### config.mk
export PLATFORM = sky130hd
export DESIGN_NAME = fetch_flag_nmi_emulation_ports
export DESIGN_NICKNAME = d
export VERILOG_FILES = /design/src/design/fetch_flag_nmi_emulation_ports.v /design/src/design/sync2.v
export VERILOG_INCLUDE_DIRS = /design/src /design/src/pkg
export SDC_FILE = /design/constraint.sdc
export NUM_CORES = 1
export LEC_CHECK = 0
export ABC_AREA = 1
export CAP_MARGIN = 20
export CORE_UTILIZATION = 55
export DETAILED_ROUTE_END_ITERATION = 10
export DONT_BUFFER_PORTS = 1
export GPL_TIMING_DRIVEN = 0
export MAX_ROUTING_LAYER = met4
export PLACE_DENSITY = 0.69
export SETUP_SLACK_MARGIN = 0.02
export SLEW_MARGIN = 20
export SYNTH_ARGS = -nofsm -noshare
export SYNTH_HDL_FRONTEND = slang
export SYNTH_SLANG_ARGS = --single-unit
### constraint.sdc
create_clock -name pclk -period 3.3 [get_ports pclk]
set_clock_uncertainty 0.15 [all_clocks]
set_input_delay 0.33 -clock pclk [delete_from_list [all_inputs] [get_ports pclk]]
set_output_delay 0.33 -clock pclk [all_outputs]
set_load 0.02 [all_outputs]
### src/pkg/pin_mux_consts.vh
`ifndef PIN_MUX_CONSTS_VH
`define PIN_MUX_CONSTS_VH

// Register byte addresses
`define REG_P2_OUT      12'h000
`define REG_P2_DIR      12'h004
`define REG_P2_SEL      12'h008
`define REG_P3_OUT      12'h00C
`define REG_P3_DIR      12'h010
`define REG_P3_OD       12'h014
`define REG_P4_OUT      12'h018
`define REG_P4_DIR      12'h01C
`define REG_P4_OD       12'h020
`define REG_P9_OUT      12'h024
`define REG_P9_DIR      12'h028
`define REG_P9_SEL      12'h02C
`define REG_PIN_IN      12'h030
`define REG_STATUS      12'h034
`define REG_P9_IN       12'h038

// Port two pin positions
`define P2_SERIAL0_TRANSMIT_BIT     0
`define P2_SERIAL0_RECEIVE_BIT     1
`define P2_EXTERNAL_IRQ_IN_BIT   2
`define P2_SERIAL1_TRANSMIT_BIT     3
`define P2_SERIAL1_RECEIVE_BIT     4
`define P2_STRAP_BIT    6
`define P2_CLKOUT_BIT   7

// Status register bit positions
`define ST_EMU_BIT      0
`define ST_EXTACC_BIT   1
`define ST_NMI_BIT      2

// Reset values
`define RST_BYTE        8'h00
`define RST_WORD        32'h0000_0000

// State time in clocks
`define STATE_CLKS      2

`endif

### src/design/fetch_flag_nmi_emulation_ports.v
// Our own choices: the APB interface to the registers and the register offsets.
`timescale 1ns/10ps
`include "pin_mux_consts.vh"

//Contract
// - Fetch flag only meaningful during an external bus cycle.
// - Fetch flag high for entire external instruction-fetch cycle.
// - Fetch flag low for data, vector and configuration byte accesses.
// - Fetch flag low for fetches served from internal memory.
// - In normal mode a rising NMI edge raises a nonmaskable interrupt.
// - NMI outranks every other prioritized interrupt source.
// - Strap low at reset rise enters emulation; PLL strap also low.
// - Emulation strap captured when reset returns inactive.
// - In emulation mode every pin is high impedance.
// - Emulation mode left only through a new reset.
// - Compare-only outputs share pins with general port nine.
// - Port two is 8-bit bidirectional, per-pin function select.
// - Port two carries serial lines, external irq, strap, clock out.
// - Ports three, four: 8-bit, open-drain or complementary drive.
// - Address/data bus use forces complementary drive.
// - Port three shares pins with address/data bits 7..0.
// - Port four shares pins with address/data bits 15..8.
// - External-access strap latched at reset rise only.
module fetch_flag_nmi_emulation_ports #(
	parameter STATE_CLKS = `STATE_CLKS
)(
	// Clock, reset, enable
	input  wire        pclk,
	input  wire        presetn,
	input  wire        ce,
	// APB slave
	input  wire        psel,
	input  wire        penable,
	input  wire        pwrite,
	input  wire [11:0] paddr,
	input  wire [31:0] pwdata,
	output reg  [31:0] prdata,
	output reg         pready,
	output reg         pslverr,
	// Straps and interrupt pins
	input  wire        emulation_isolate_strap_n,
	input  wire        pll_enable_strap,
	input  wire        external_access_strap_n,
	input  wire        nmi_pin,
	// Core bus status
	input  wire        bus_cycle_active,
	input  wire        bus_cycle_fetch,
	input  wire        bus_cycle_internal,
	input  wire        bus_addr_data_low,
	input  wire        bus_addr_data_high,
	input  wire [15:0] bus_ad_out,
	input  wire        bus_ad_drive,
	input  wire        other_irq_req,
	// Peripheral functions
	input  wire        serial0_transmit,
	input  wire        serial1_transmit,
	input  wire        clkout_func,
	input  wire [7:0]  compare_only_outputs,
	output reg         serial0_receive,
	output reg         serial1_receive,
	output reg         external_irq_in,
	output reg  [15:0] bus_ad_in,
	output reg         nmi_event,
	output reg         irq_grant_nmi,
	output reg         irq_grant_other,
	output reg         onchip_emulation_mode,
	output reg         external_access_latched_n,
	// Fetch flag pin
	output reg         instr_fetch_flag,
	output reg         instr_fetch_flag_oe,
	// Port two pins
	input  wire [7:0]  port_two_pins_in,
	output reg  [7:0]  port_two_pins_out,
	output reg  [7:0]  port_two_pins_oe,
	// Port three pins
	input  wire [7:0]  port_three_pins_in,
	output reg  [7:0]  port_three_pins_out,
	output reg  [7:0]  port_three_pins_oe,
	// Port four pins
	input  wire [7:0]  port_four_pins_in,
	output reg  [7:0]  port_four_pins_out,
	output reg  [7:0]  port_four_pins_oe,
	// Port nine pins
	input  wire [7:0]  port_nine_pins_in,
	output reg  [7:0]  port_nine_pins_out,
	output reg  [7:0]  port_nine_pins_oe
);

////////////////////////////////////////////////////////////////////////////////
// Registers and synchronisers

reg  [7:0] p2_out_r, p2_dir_r, p2_sel_r;
reg  [7:0] p3_out_r, p3_dir_r, p3_od_r;
reg  [7:0] p4_out_r, p4_dir_r, p4_od_r;
reg  [7:0] p9_out_r, p9_dir_r, p9_sel_r;
reg        strap_done_r;
reg        nmi_prev_r;
reg        nmi_pend_r;
reg  [3:0] st_cnt_r;
wire [7:0] p2_s, p3_s, p4_s, p9_s;
wire       nmi_s;

sync2 #(.W(33)) u_sync (
	.pclk    (pclk),
	.presetn (presetn),
	.ce      (ce),
	.d       ({nmi_pin, port_nine_pins_in, port_four_pins_in,
	           port_three_pins_in, port_two_pins_in}),
	.q       ({nmi_s, p9_s, p4_s, p3_s, p2_s})
);

////////////////////////////////////////////////////////////////////////////////
// Strap capture at reset release

always @(posedge pclk or negedge presetn)
begin
	if (!presetn)
	begin
		strap_done_r              <= 1'b0;
		onchip_emulation_mode     <= 1'b0;
		external_access_latched_n <= 1'b1;
	end
	else if (!strap_done_r)
	begin
		strap_done_r              <= 1'b1;
		onchip_emulation_mode     <= ~emulation_isolate_strap_n & ~pll_enable_strap;
		external_access_latched_n <= external_access_strap_n;
	end
end
// Pins stay released until the straps are known
wire pins_off = onchip_emulation_mode | ~strap_done_r;

////////////////////////////////////////////////////////////////////////////////
// NMI edge detection at state-time resolution

wire st_tick = (st_cnt_r == STATE_CLKS[3:0] - 4'h1);
wire nmi_rise = st_tick & nmi_s & ~nmi_prev_r;

always @(posedge pclk or negedge presetn)
begin
	if (!presetn)
	begin
		st_cnt_r        <= 4'h0;
		nmi_prev_r      <= 1'b0;
		nmi_pend_r      <= 1'b0;
		nmi_event       <= 1'b0;
		irq_grant_nmi   <= 1'b0;
		irq_grant_other <= 1'b0;
	end
	else if (ce)
	begin
		st_cnt_r  <= st_tick ? 4'h0 : st_cnt_r + 4'h1;
		if (st_tick)
			nmi_prev_r <= nmi_s;
		nmi_event <= nmi_rise & ~onchip_emulation_mode;
		// Pending set wins over the grant clear
		if (nmi_rise & ~onchip_emulation_mode)
			nmi_pend_r <= 1'b1;
		else if (nmi_pend_r)
			nmi_pend_r <= 1'b0;
		irq_grant_nmi   <= nmi_pend_r;
		irq_grant_other <= other_irq_req & ~nmi_pend_r & ~nmi_rise;
	end
end

////////////////////////////////////////////////////////////////////////////////
// APB slave

wire apb_wr = psel & penable & pwrite & ~pready;
wire apb_rd = psel & penable & ~pwrite & ~pready;
reg  [31:0] rd_nxt;
reg         hit_nxt;

always @*
begin
	rd_nxt  = `RST_WORD;
	hit_nxt = 1'b1;
	case (paddr)
		`REG_P2_OUT: rd_nxt[7:0] = p2_out_r;
		`REG_P2_DIR: rd_nxt[7:0] = p2_dir_r;
		`REG_P2_SEL: rd_nxt[7:0] = p2_sel_r;
		`REG_P3_OUT: rd_nxt[7:0] = p3_out_r;
		`REG_P3_DIR: rd_nxt[7:0] = p3_dir_r;
		`REG_P3_OD:  rd_nxt[7:0] = p3_od_r;
		`REG_P4_OUT: rd_nxt[7:0] = p4_out_r;
		`REG_P4_DIR: rd_nxt[7:0] = p4_dir_r;
		`REG_P4_OD:  rd_nxt[7:0] = p4_od_r;
		`REG_P9_OUT: rd_nxt[7:0] = p9_out_r;
		`REG_P9_DIR: rd_nxt[7:0] = p9_dir_r;
		`REG_P9_SEL: rd_nxt[7:0] = p9_sel_r;
		`REG_PIN_IN: rd_nxt      = {8'h00, p4_s, p3_s, p2_s};
		`REG_P9_IN:  rd_nxt[7:0] = p9_s;
		`REG_STATUS:
		begin
			rd_nxt[`ST_EMU_BIT]    = onchip_emulation_mode;
			rd_nxt[`ST_EXTACC_BIT] = external_access_latched_n;
			rd_nxt[`ST_NMI_BIT]    = nmi_pend_r;
		end
		default:     hit_nxt = 1'b0;
	endcase
end

always @(posedge pclk or negedge presetn)
begin
	if (!presetn)
	begin
		pready   <= 1'b0;
		pslverr  <= 1'b0;
		prdata   <= `RST_WORD;
		p2_out_r <= `RST_BYTE;
		p2_dir_r <= `RST_BYTE;
		p2_sel_r <= `RST_BYTE;
		p3_out_r <= `RST_BYTE;
		p3_dir_r <= `RST_BYTE;
		p3_od_r  <= `RST_BYTE;
		p4_out_r <= `RST_BYTE;
		p4_dir_r <= `RST_BYTE;
		p4_od_r  <= `RST_BYTE;
		p9_out_r <= `RST_BYTE;
		p9_dir_r <= `RST_BYTE;
		p9_sel_r <= `RST_BYTE;
	end
	else if (ce)
	begin
		pready  <= psel & penable & ~pready;
		pslverr <= psel & penable & ~pready & ~hit_nxt;
		if (apb_rd)
			prdata <= rd_nxt;
		if (apb_wr)
		begin
			case (paddr)
				`REG_P2_OUT: p2_out_r <= pwdata[7:0];
				`REG_P2_DIR: p2_dir_r <= pwdata[7:0];
				`REG_P2_SEL: p2_sel_r <= pwdata[7:0];
				`REG_P3_OUT: p3_out_r <= pwdata[7:0];
				`REG_P3_DIR: p3_dir_r <= pwdata[7:0];
				`REG_P3_OD:  p3_od_r  <= pwdata[7:0];
				`REG_P4_OUT: p4_out_r <= pwdata[7:0];
				`REG_P4_DIR: p4_dir_r <= pwdata[7:0];
				`REG_P4_OD:  p4_od_r  <= pwdata[7:0];
				`REG_P9_OUT: p9_out_r <= pwdata[7:0];
				`REG_P9_DIR: p9_dir_r <= pwdata[7:0];
				`REG_P9_SEL: p9_sel_r <= pwdata[7:0];
				default:     p2_out_r <= p2_out_r;
			endcase
		end
	end
end

////////////////////////////////////////////////////////////////////////////////
// Pin multiplexing

reg  [7:0] p2_fn_out, p2_fn_oe;
reg  [7:0] p3_o_nxt, p3_e_nxt, p4_o_nxt, p4_e_nxt, p9_o_nxt, p9_e_nxt;
reg        fetch_nxt;

always @*
begin
	// Port two per-pin special functions
	p2_fn_out = p2_out_r;
	p2_fn_oe  = p2_dir_r;
	if (p2_sel_r[`P2_SERIAL0_TRANSMIT_BIT])
	begin
		p2_fn_out[`P2_SERIAL0_TRANSMIT_BIT] = serial0_transmit;
		p2_fn_oe[`P2_SERIAL0_TRANSMIT_BIT]  = 1'b1;
	end
	if (p2_sel_r[`P2_SERIAL0_RECEIVE_BIT])
		p2_fn_oe[`P2_SERIAL0_RECEIVE_BIT] = 1'b0;
	if (p2_sel_r[`P2_EXTERNAL_IRQ_IN_BIT])
		p2_fn_oe[`P2_EXTERNAL_IRQ_IN_BIT] = 1'b0;
	if (p2_sel_r[`P2_SERIAL1_TRANSMIT_BIT])
	begin
		p2_fn_out[`P2_SERIAL1_TRANSMIT_BIT] = serial1_transmit;
		p2_fn_oe[`P2_SERIAL1_TRANSMIT_BIT]  = 1'b1;
	end
	if (p2_sel_r[`P2_SERIAL1_RECEIVE_BIT])
		p2_fn_oe[`P2_SERIAL1_RECEIVE_BIT] = 1'b0;
	if (p2_sel_r[`P2_STRAP_BIT])
		p2_fn_oe[`P2_STRAP_BIT] = 1'b0;
	if (p2_sel_r[`P2_CLKOUT_BIT])
	begin
		p2_fn_out[`P2_CLKOUT_BIT] = clkout_func;
		p2_fn_oe[`P2_CLKOUT_BIT]  = 1'b1;
	end
	// Port three: bus wins, complementary drive
	if (bus_addr_data_low)
	begin
		p3_o_nxt = bus_ad_out[7:0];
		p3_e_nxt = {8{bus_ad_drive}};
	end
	else
	begin
		p3_o_nxt = p3_out_r & ~p3_od_r;
		p3_e_nxt = p3_dir_r & ~(p3_od_r & p3_out_r);
	end
	// Port four: bus wins, complementary drive
	if (bus_addr_data_high)
	begin
		p4_o_nxt = bus_ad_out[15:8];
		p4_e_nxt = {8{bus_ad_drive}};
	end
	else
	begin
		p4_o_nxt = p4_out_r & ~p4_od_r;
		p4_e_nxt = p4_dir_r & ~(p4_od_r & p4_out_r);
	end
	// Port nine or compare-only outputs
	p9_o_nxt = (p9_sel_r & compare_only_outputs) | (~p9_sel_r & p9_out_r);
	p9_e_nxt = p9_sel_r | p9_dir_r;
	// Fetch flag
	fetch_nxt = bus_cycle_active & bus_cycle_fetch & ~bus_cycle_internal;
end

always @(posedge pclk or negedge presetn)
begin
	if (!presetn)
	begin
		port_two_pins_out   <= `RST_BYTE;
		port_two_pins_oe    <= `RST_BYTE;
		port_three_pins_out <= `RST_BYTE;
		port_three_pins_oe  <= `RST_BYTE;
		port_four_pins_out  <= `RST_BYTE;
		port_four_pins_oe   <= `RST_BYTE;
		port_nine_pins_out  <= `RST_BYTE;
		port_nine_pins_oe   <= `RST_BYTE;
		instr_fetch_flag    <= 1'b0;
		instr_fetch_flag_oe <= 1'b0;
		bus_ad_in           <= 16'h0000;
		serial0_receive     <= 1'b1;
		serial1_receive     <= 1'b1;
		external_irq_in     <= 1'b0;
	end
	else if (ce)
	begin
		port_two_pins_out   <= p2_fn_out;
		port_three_pins_out <= p3_o_nxt;
		port_four_pins_out  <= p4_o_nxt;
		port_nine_pins_out  <= p9_o_nxt;
		instr_fetch_flag    <= fetch_nxt;
		// Emulation isolates every pin
		port_two_pins_oe    <= pins_off ? `RST_BYTE : p2_fn_oe;
		port_three_pins_oe  <= pins_off ? `RST_BYTE : p3_e_nxt;
		port_four_pins_oe   <= pins_off ? `RST_BYTE : p4_e_nxt;
		port_nine_pins_oe   <= pins_off ? `RST_BYTE : p9_e_nxt;
		instr_fetch_flag_oe <= strap_done_r & ~onchip_emulation_mode;
		bus_ad_in           <= {p4_s, p3_s};
		serial0_receive     <= p2_sel_r[`P2_SERIAL0_RECEIVE_BIT] ? p2_s[`P2_SERIAL0_RECEIVE_BIT] : 1'b1;
		serial1_receive     <= p2_sel_r[`P2_SERIAL1_RECEIVE_BIT] ? p2_s[`P2_SERIAL1_RECEIVE_BIT] : 1'b1;
		external_irq_in     <= p2_sel_r[`P2_EXTERNAL_IRQ_IN_BIT] & p2_s[`P2_EXTERNAL_IRQ_IN_BIT];
	end
end

endmodule

### src/design/sync2.v
`timescale 1ns/10ps
module sync2 #(
	parameter W = 1
)(
	// Clock and reset
	input  wire         pclk,
	input  wire         presetn,
	input  wire         ce,
	// Data
	input  wire [W-1:0] d,
	output reg  [W-1:0] q
);

reg [W-1:0] meta_r;

always @(posedge pclk or negedge presetn)
begin
	if (!presetn)
	begin
		meta_r <= {W{1'b0}};
		q      <= {W{1'b0}};
	end
	else if (ce)
	begin
		meta_r <= d;
		q      <= meta_r;
	end
end

endmodule

==> run summary <==
## Placed design
* **Setup Slack @ Placement** 0.9295 ns
* **Placed Area** 12810 um^2
* **PortBufs** 0
* **post-placement cell count** 1746
* **post-detailed-placement half-perimeter wirelength** 26.69 mm
* **gpl congestion** 1.005

## Layout
* **post-synthesis to final-layout area growth** 16.75%
* **most common library cell in the layout ignoring fill and taps** sky130_fd_sc_hd__nand2_1
* **count of non-filler cells in the finished layout** 1874
* **highest-count cells in the layout ignoring fill and taps** sky130_fd_sc_hd__nand2_1, sky130_fd_sc_hd__dfrtp_1, sky130_fd_sc_hd__o21ai_0
* **share of layout cells above drive strength 1** 0.06654
* **final net count** 1696
* **Design Area, Final** 14510 um^2
* **Core Util, Final** 0.6609

## Global routing
* **global route overflow** 0
* **via count of the first global-routing pass** 10460
* **wire length of the first global-routing pass** 59.96 mm
* **global routing usage summed across all routing layers** 0.3487
* **number of antenna violations at the first check in global routing** 1
* **pin count of the biggest net entering global routing** 285

## Floorplan
* **initial cell density of the core** 0.5660
* **Core Region** 21960 um^2
* **number of top-level design ports** 244
* **row cnt** 54
* **area of the die** 23200 um^2
* **Die H** 152.3 um
* **floorplan die width** 152.3 um

## STA
* **final setup margin** 0.7905 ns
* **relative max-transition margin** 0.3673
* **unrepaired setup endpoints after global routing** no
* **final count of hold timing violations** 284
* **transition time at the pin with the least slew margin** 0.9491 ns
* **highest achievable clock rate** 398.5 MHz
* **Min Clock Period, post-route** 2.509 ns
* **Setup-failing EPs final** 0
* **portion of the clock cycle consumed by the worst path in the final layout** 0.7604
* **TNS Setup** 0 ns
* **worst slack on hold paths** -0.6882 ns
* **Final Max Tran Viols** 0

## Routing
* **routed length per instance** 20.52 um
* **DR vias** 10690
* **DRT Pass-1 Iters** 10
* **routed wire length** 38.45 mm
* **number of remaining DRC errors** 15
* **remaining antenna violation count after routing** 0
* **detailed-route vias per instance** 5.707
* **Starting DRT DRC Count** 1057

## Logic synthesis
* **gate count of the mapped netlist** 1459
* **Syn Area/Cell** 8.519 um^2
* **main flop type after synthesis** sky130_fd_sc_hd__dfrtp_1
* **number of warning messages in the yosys log** 0
* **count of flip-flops with a built-in enable after synthesis** 0
* **number of synthesized register bits** 284
* **share of synthesized area occupied by flip-flops and latches** 0.5721
* **post-synthesis async set-or-reset flop share** 1.000
* **area share of the leading cell type in the synthesized netlist** 0.5657
* **synth unique cells** 33
* **cell type with the largest total area after synthesis** sky130_fd_sc_hd__dfrtp_1
* **cell area after synthesis** 12430 um^2
* **main area contributors after synthesis** sky130_fd_sc_hd__dfrtp_1, sky130_fd_sc_hd__nand2_1, sky130_fd_sc_hd__o21ai_0

## Worst setup path
* **depth of the most critical reg-to-reg path** 5
* **reg-to-reg endpoint** port_nine_pins_oe[0]$_DFFE_PN0P_
* **worst setup path start** penable
* **CP delay by family, top** buffers and inverters
* **required time of the worst setup path** 3.61 ns
* **most prevalent standard cell on the critical path** sky130_fd_sc_hd__dlygate4sd3_1
* **destination of the critical timing path** prdata[17]$_DFFE_PN0P_
* **worst path cell trace** dlygate4sd3_1 > nand2_1 > dlygate4sd3_1 > nor3_2 > inv_2 > nor2_2 > inv_1 > clkbuf_1 > o31ai_1
* **largest stage delay on the critical path** 0.60 ns
* **buffers plus inverters on the worst setup path** 5
* **type of origin of the critical path** input port
* **R2R setup slack** 0.88 ns
* **slowest stage cell on the critical path** sky130_fd_sc_hd__dlygate4sd3_1
* **Critical Path Stages** 9
* **largest fanout on the critical path** 10
* **worst setup path class** input port to register
* **type of destination of the critical path** register
* **worst path arrival time** 2.82 ns
* **beginning of the worst register-to-register path** onchip_emulation_mode$_DFFE_PN0N_

## Status
* **outcome** finished, violations left
* **violations in the final reports** DRC, hold timing

## CTS
* **hold-fix buffers at CTS** 79
* **number of H-tree levels** 1
* **number of buffers between clock root and the deepest sink** 3
* **clock-pin slew of the registers on the worst-case setup and hold paths** 0.06 ns
* **total CTS buffers** 29
* **number of cells upsized or downsized after cts** 0
* **Skew-Pair Late Insertion Delay** 0.56 ns
* **clock tree from TritonCTS** done
* **Setup Buffers After CTS** 0
* **cell at the root of the clock tree** sky130_fd_sc_hd__clkbuf_16
* **number of clock sinks seen by CTS** 284

## Run
* **max-capacitance violation count** 0

## Pwr
* **worst voltage drop across the vdd grid** 0.3785 mV
* **Overall Power** 7.521 mW
* **leakage dissipation** 7.093 nW
* **Power per Cell Area** 518.3 nW/um^2

## Hold path
* **class of the most critical hold timing path** input port to async pin

worst reg2reg max path: cells and delay by family, from the launching register on:
family / cells / cell delay, ns
buffers and inverters: 1 / 0.47
AND/OR/NAND/NOR: 3 / 0.96
AO/OA/AOI/OAI: 1 / 0.25
flip-flops: 1 / 0.53
state kept, by name (all words and copies together) (netlist names), 16 cells and up:
register / count
u_sync.q: 33
prdata: 24
u_sync.meta_r: 33
bus_ad_in: 16
cell type report:
cell class | count | area [um^2]
clock inverters | 7 | 81.33
clock buffers | 41 | 830.8
plain buffers | 85 | 405.4
diodes | 1 | 2.502
repair buffers | 79 | 790.8
flip-flops and latches | 284 | 7111
multi-input cells | 1034 | 4703
fillers | 1869 | 7447
inverters | 63 | 236.5
well taps | 280 | 350.3
metal layers:
metal	GRT usage	part of all wire
met1	0.4533	0.41
met2	0.5462	0.47
met3	0.06940	0.090
met4	0.1254	0.030
met5	-	0
Yosys cell counts (9+ instances only):
library cell and instances:
sky130_fd_sc_hd__nand4_1 11, sky130_fd_sc_hd__buf_2 21, sky130_fd_sc_hd__nand3b_1 16, sky130_fd_sc_hd__nand3_1 100, sky130_fd_sc_hd__mux2i_1 9, sky130_fd_sc_hd__nand2_1 512, sky130_fd_sc_hd__a21oi_1 50, sky130_fd_sc_hd__inv_1 58
sky130_fd_sc_hd__nor2_1 85, sky130_fd_sc_hd__o21ai_0 157, sky130_fd_sc_hd__clkbuf_1 50, sky130_fd_sc_hd__o21ai_1 32, sky130_fd_sc_hd__buf_4 10, sky130_fd_sc_hd__dfrtp_1 281, sky130_fd_sc_hd__o31ai_1 18
how the worst min path moves through the flow:
stage / from / cells past startpoint / to / slack (ns)
6_report: presetn / 0 / bus_ad_in[13]$_DFFE_PN0P_ / -0.69
5_1_grt: presetn / 0 / u_sync.q[22]$_DFFE_PN0P_ / -0.71
4_1_cts: presetn / 0 / bus_ad_in[13]$_DFFE_PN0P_ / -0.70
3_5_place_dp: presetn / 0 / bus_ad_in[13]$_DFFE_PN0P_ / -0.11
3_3_place_gp: presetn / 0 / bus_ad_in[13]$_DFFE_PN0P_ / -0.11
2_1_floorplan: presetn / 0 / bus_ad_in[0]$_DFFE_PN0P_ / -0.12
kinds of logic (layout without fill, tap and decap cells):
group | count (synthesis) | in the layout | synth area share
DFF | 284 | 284 | 0.5721
muxes | 9 | 9 | 0.007248
xor gates and xnor gates | 3 | 3 | 0.002114
buffers and inverters | 148 | 275 | 0.05164
AOI/OAI and AO/OA | 262 | 262 | 0.1110
other | 2 | 10 | 0.0006042
and+or+nand+nor | 751 | 751 | 0.2553
where the power goes:
group | switching (mW) | internal [mW] | total (mW)
logic | 0.302 | 0.174 | 0.476
clock network | 1.36 | 1.82 | 3.18
registers | 0.210 | 3.65 | 3.86
total | 1.87 | 5.65 | 7.52
Power figures use the tool's default switching activity.
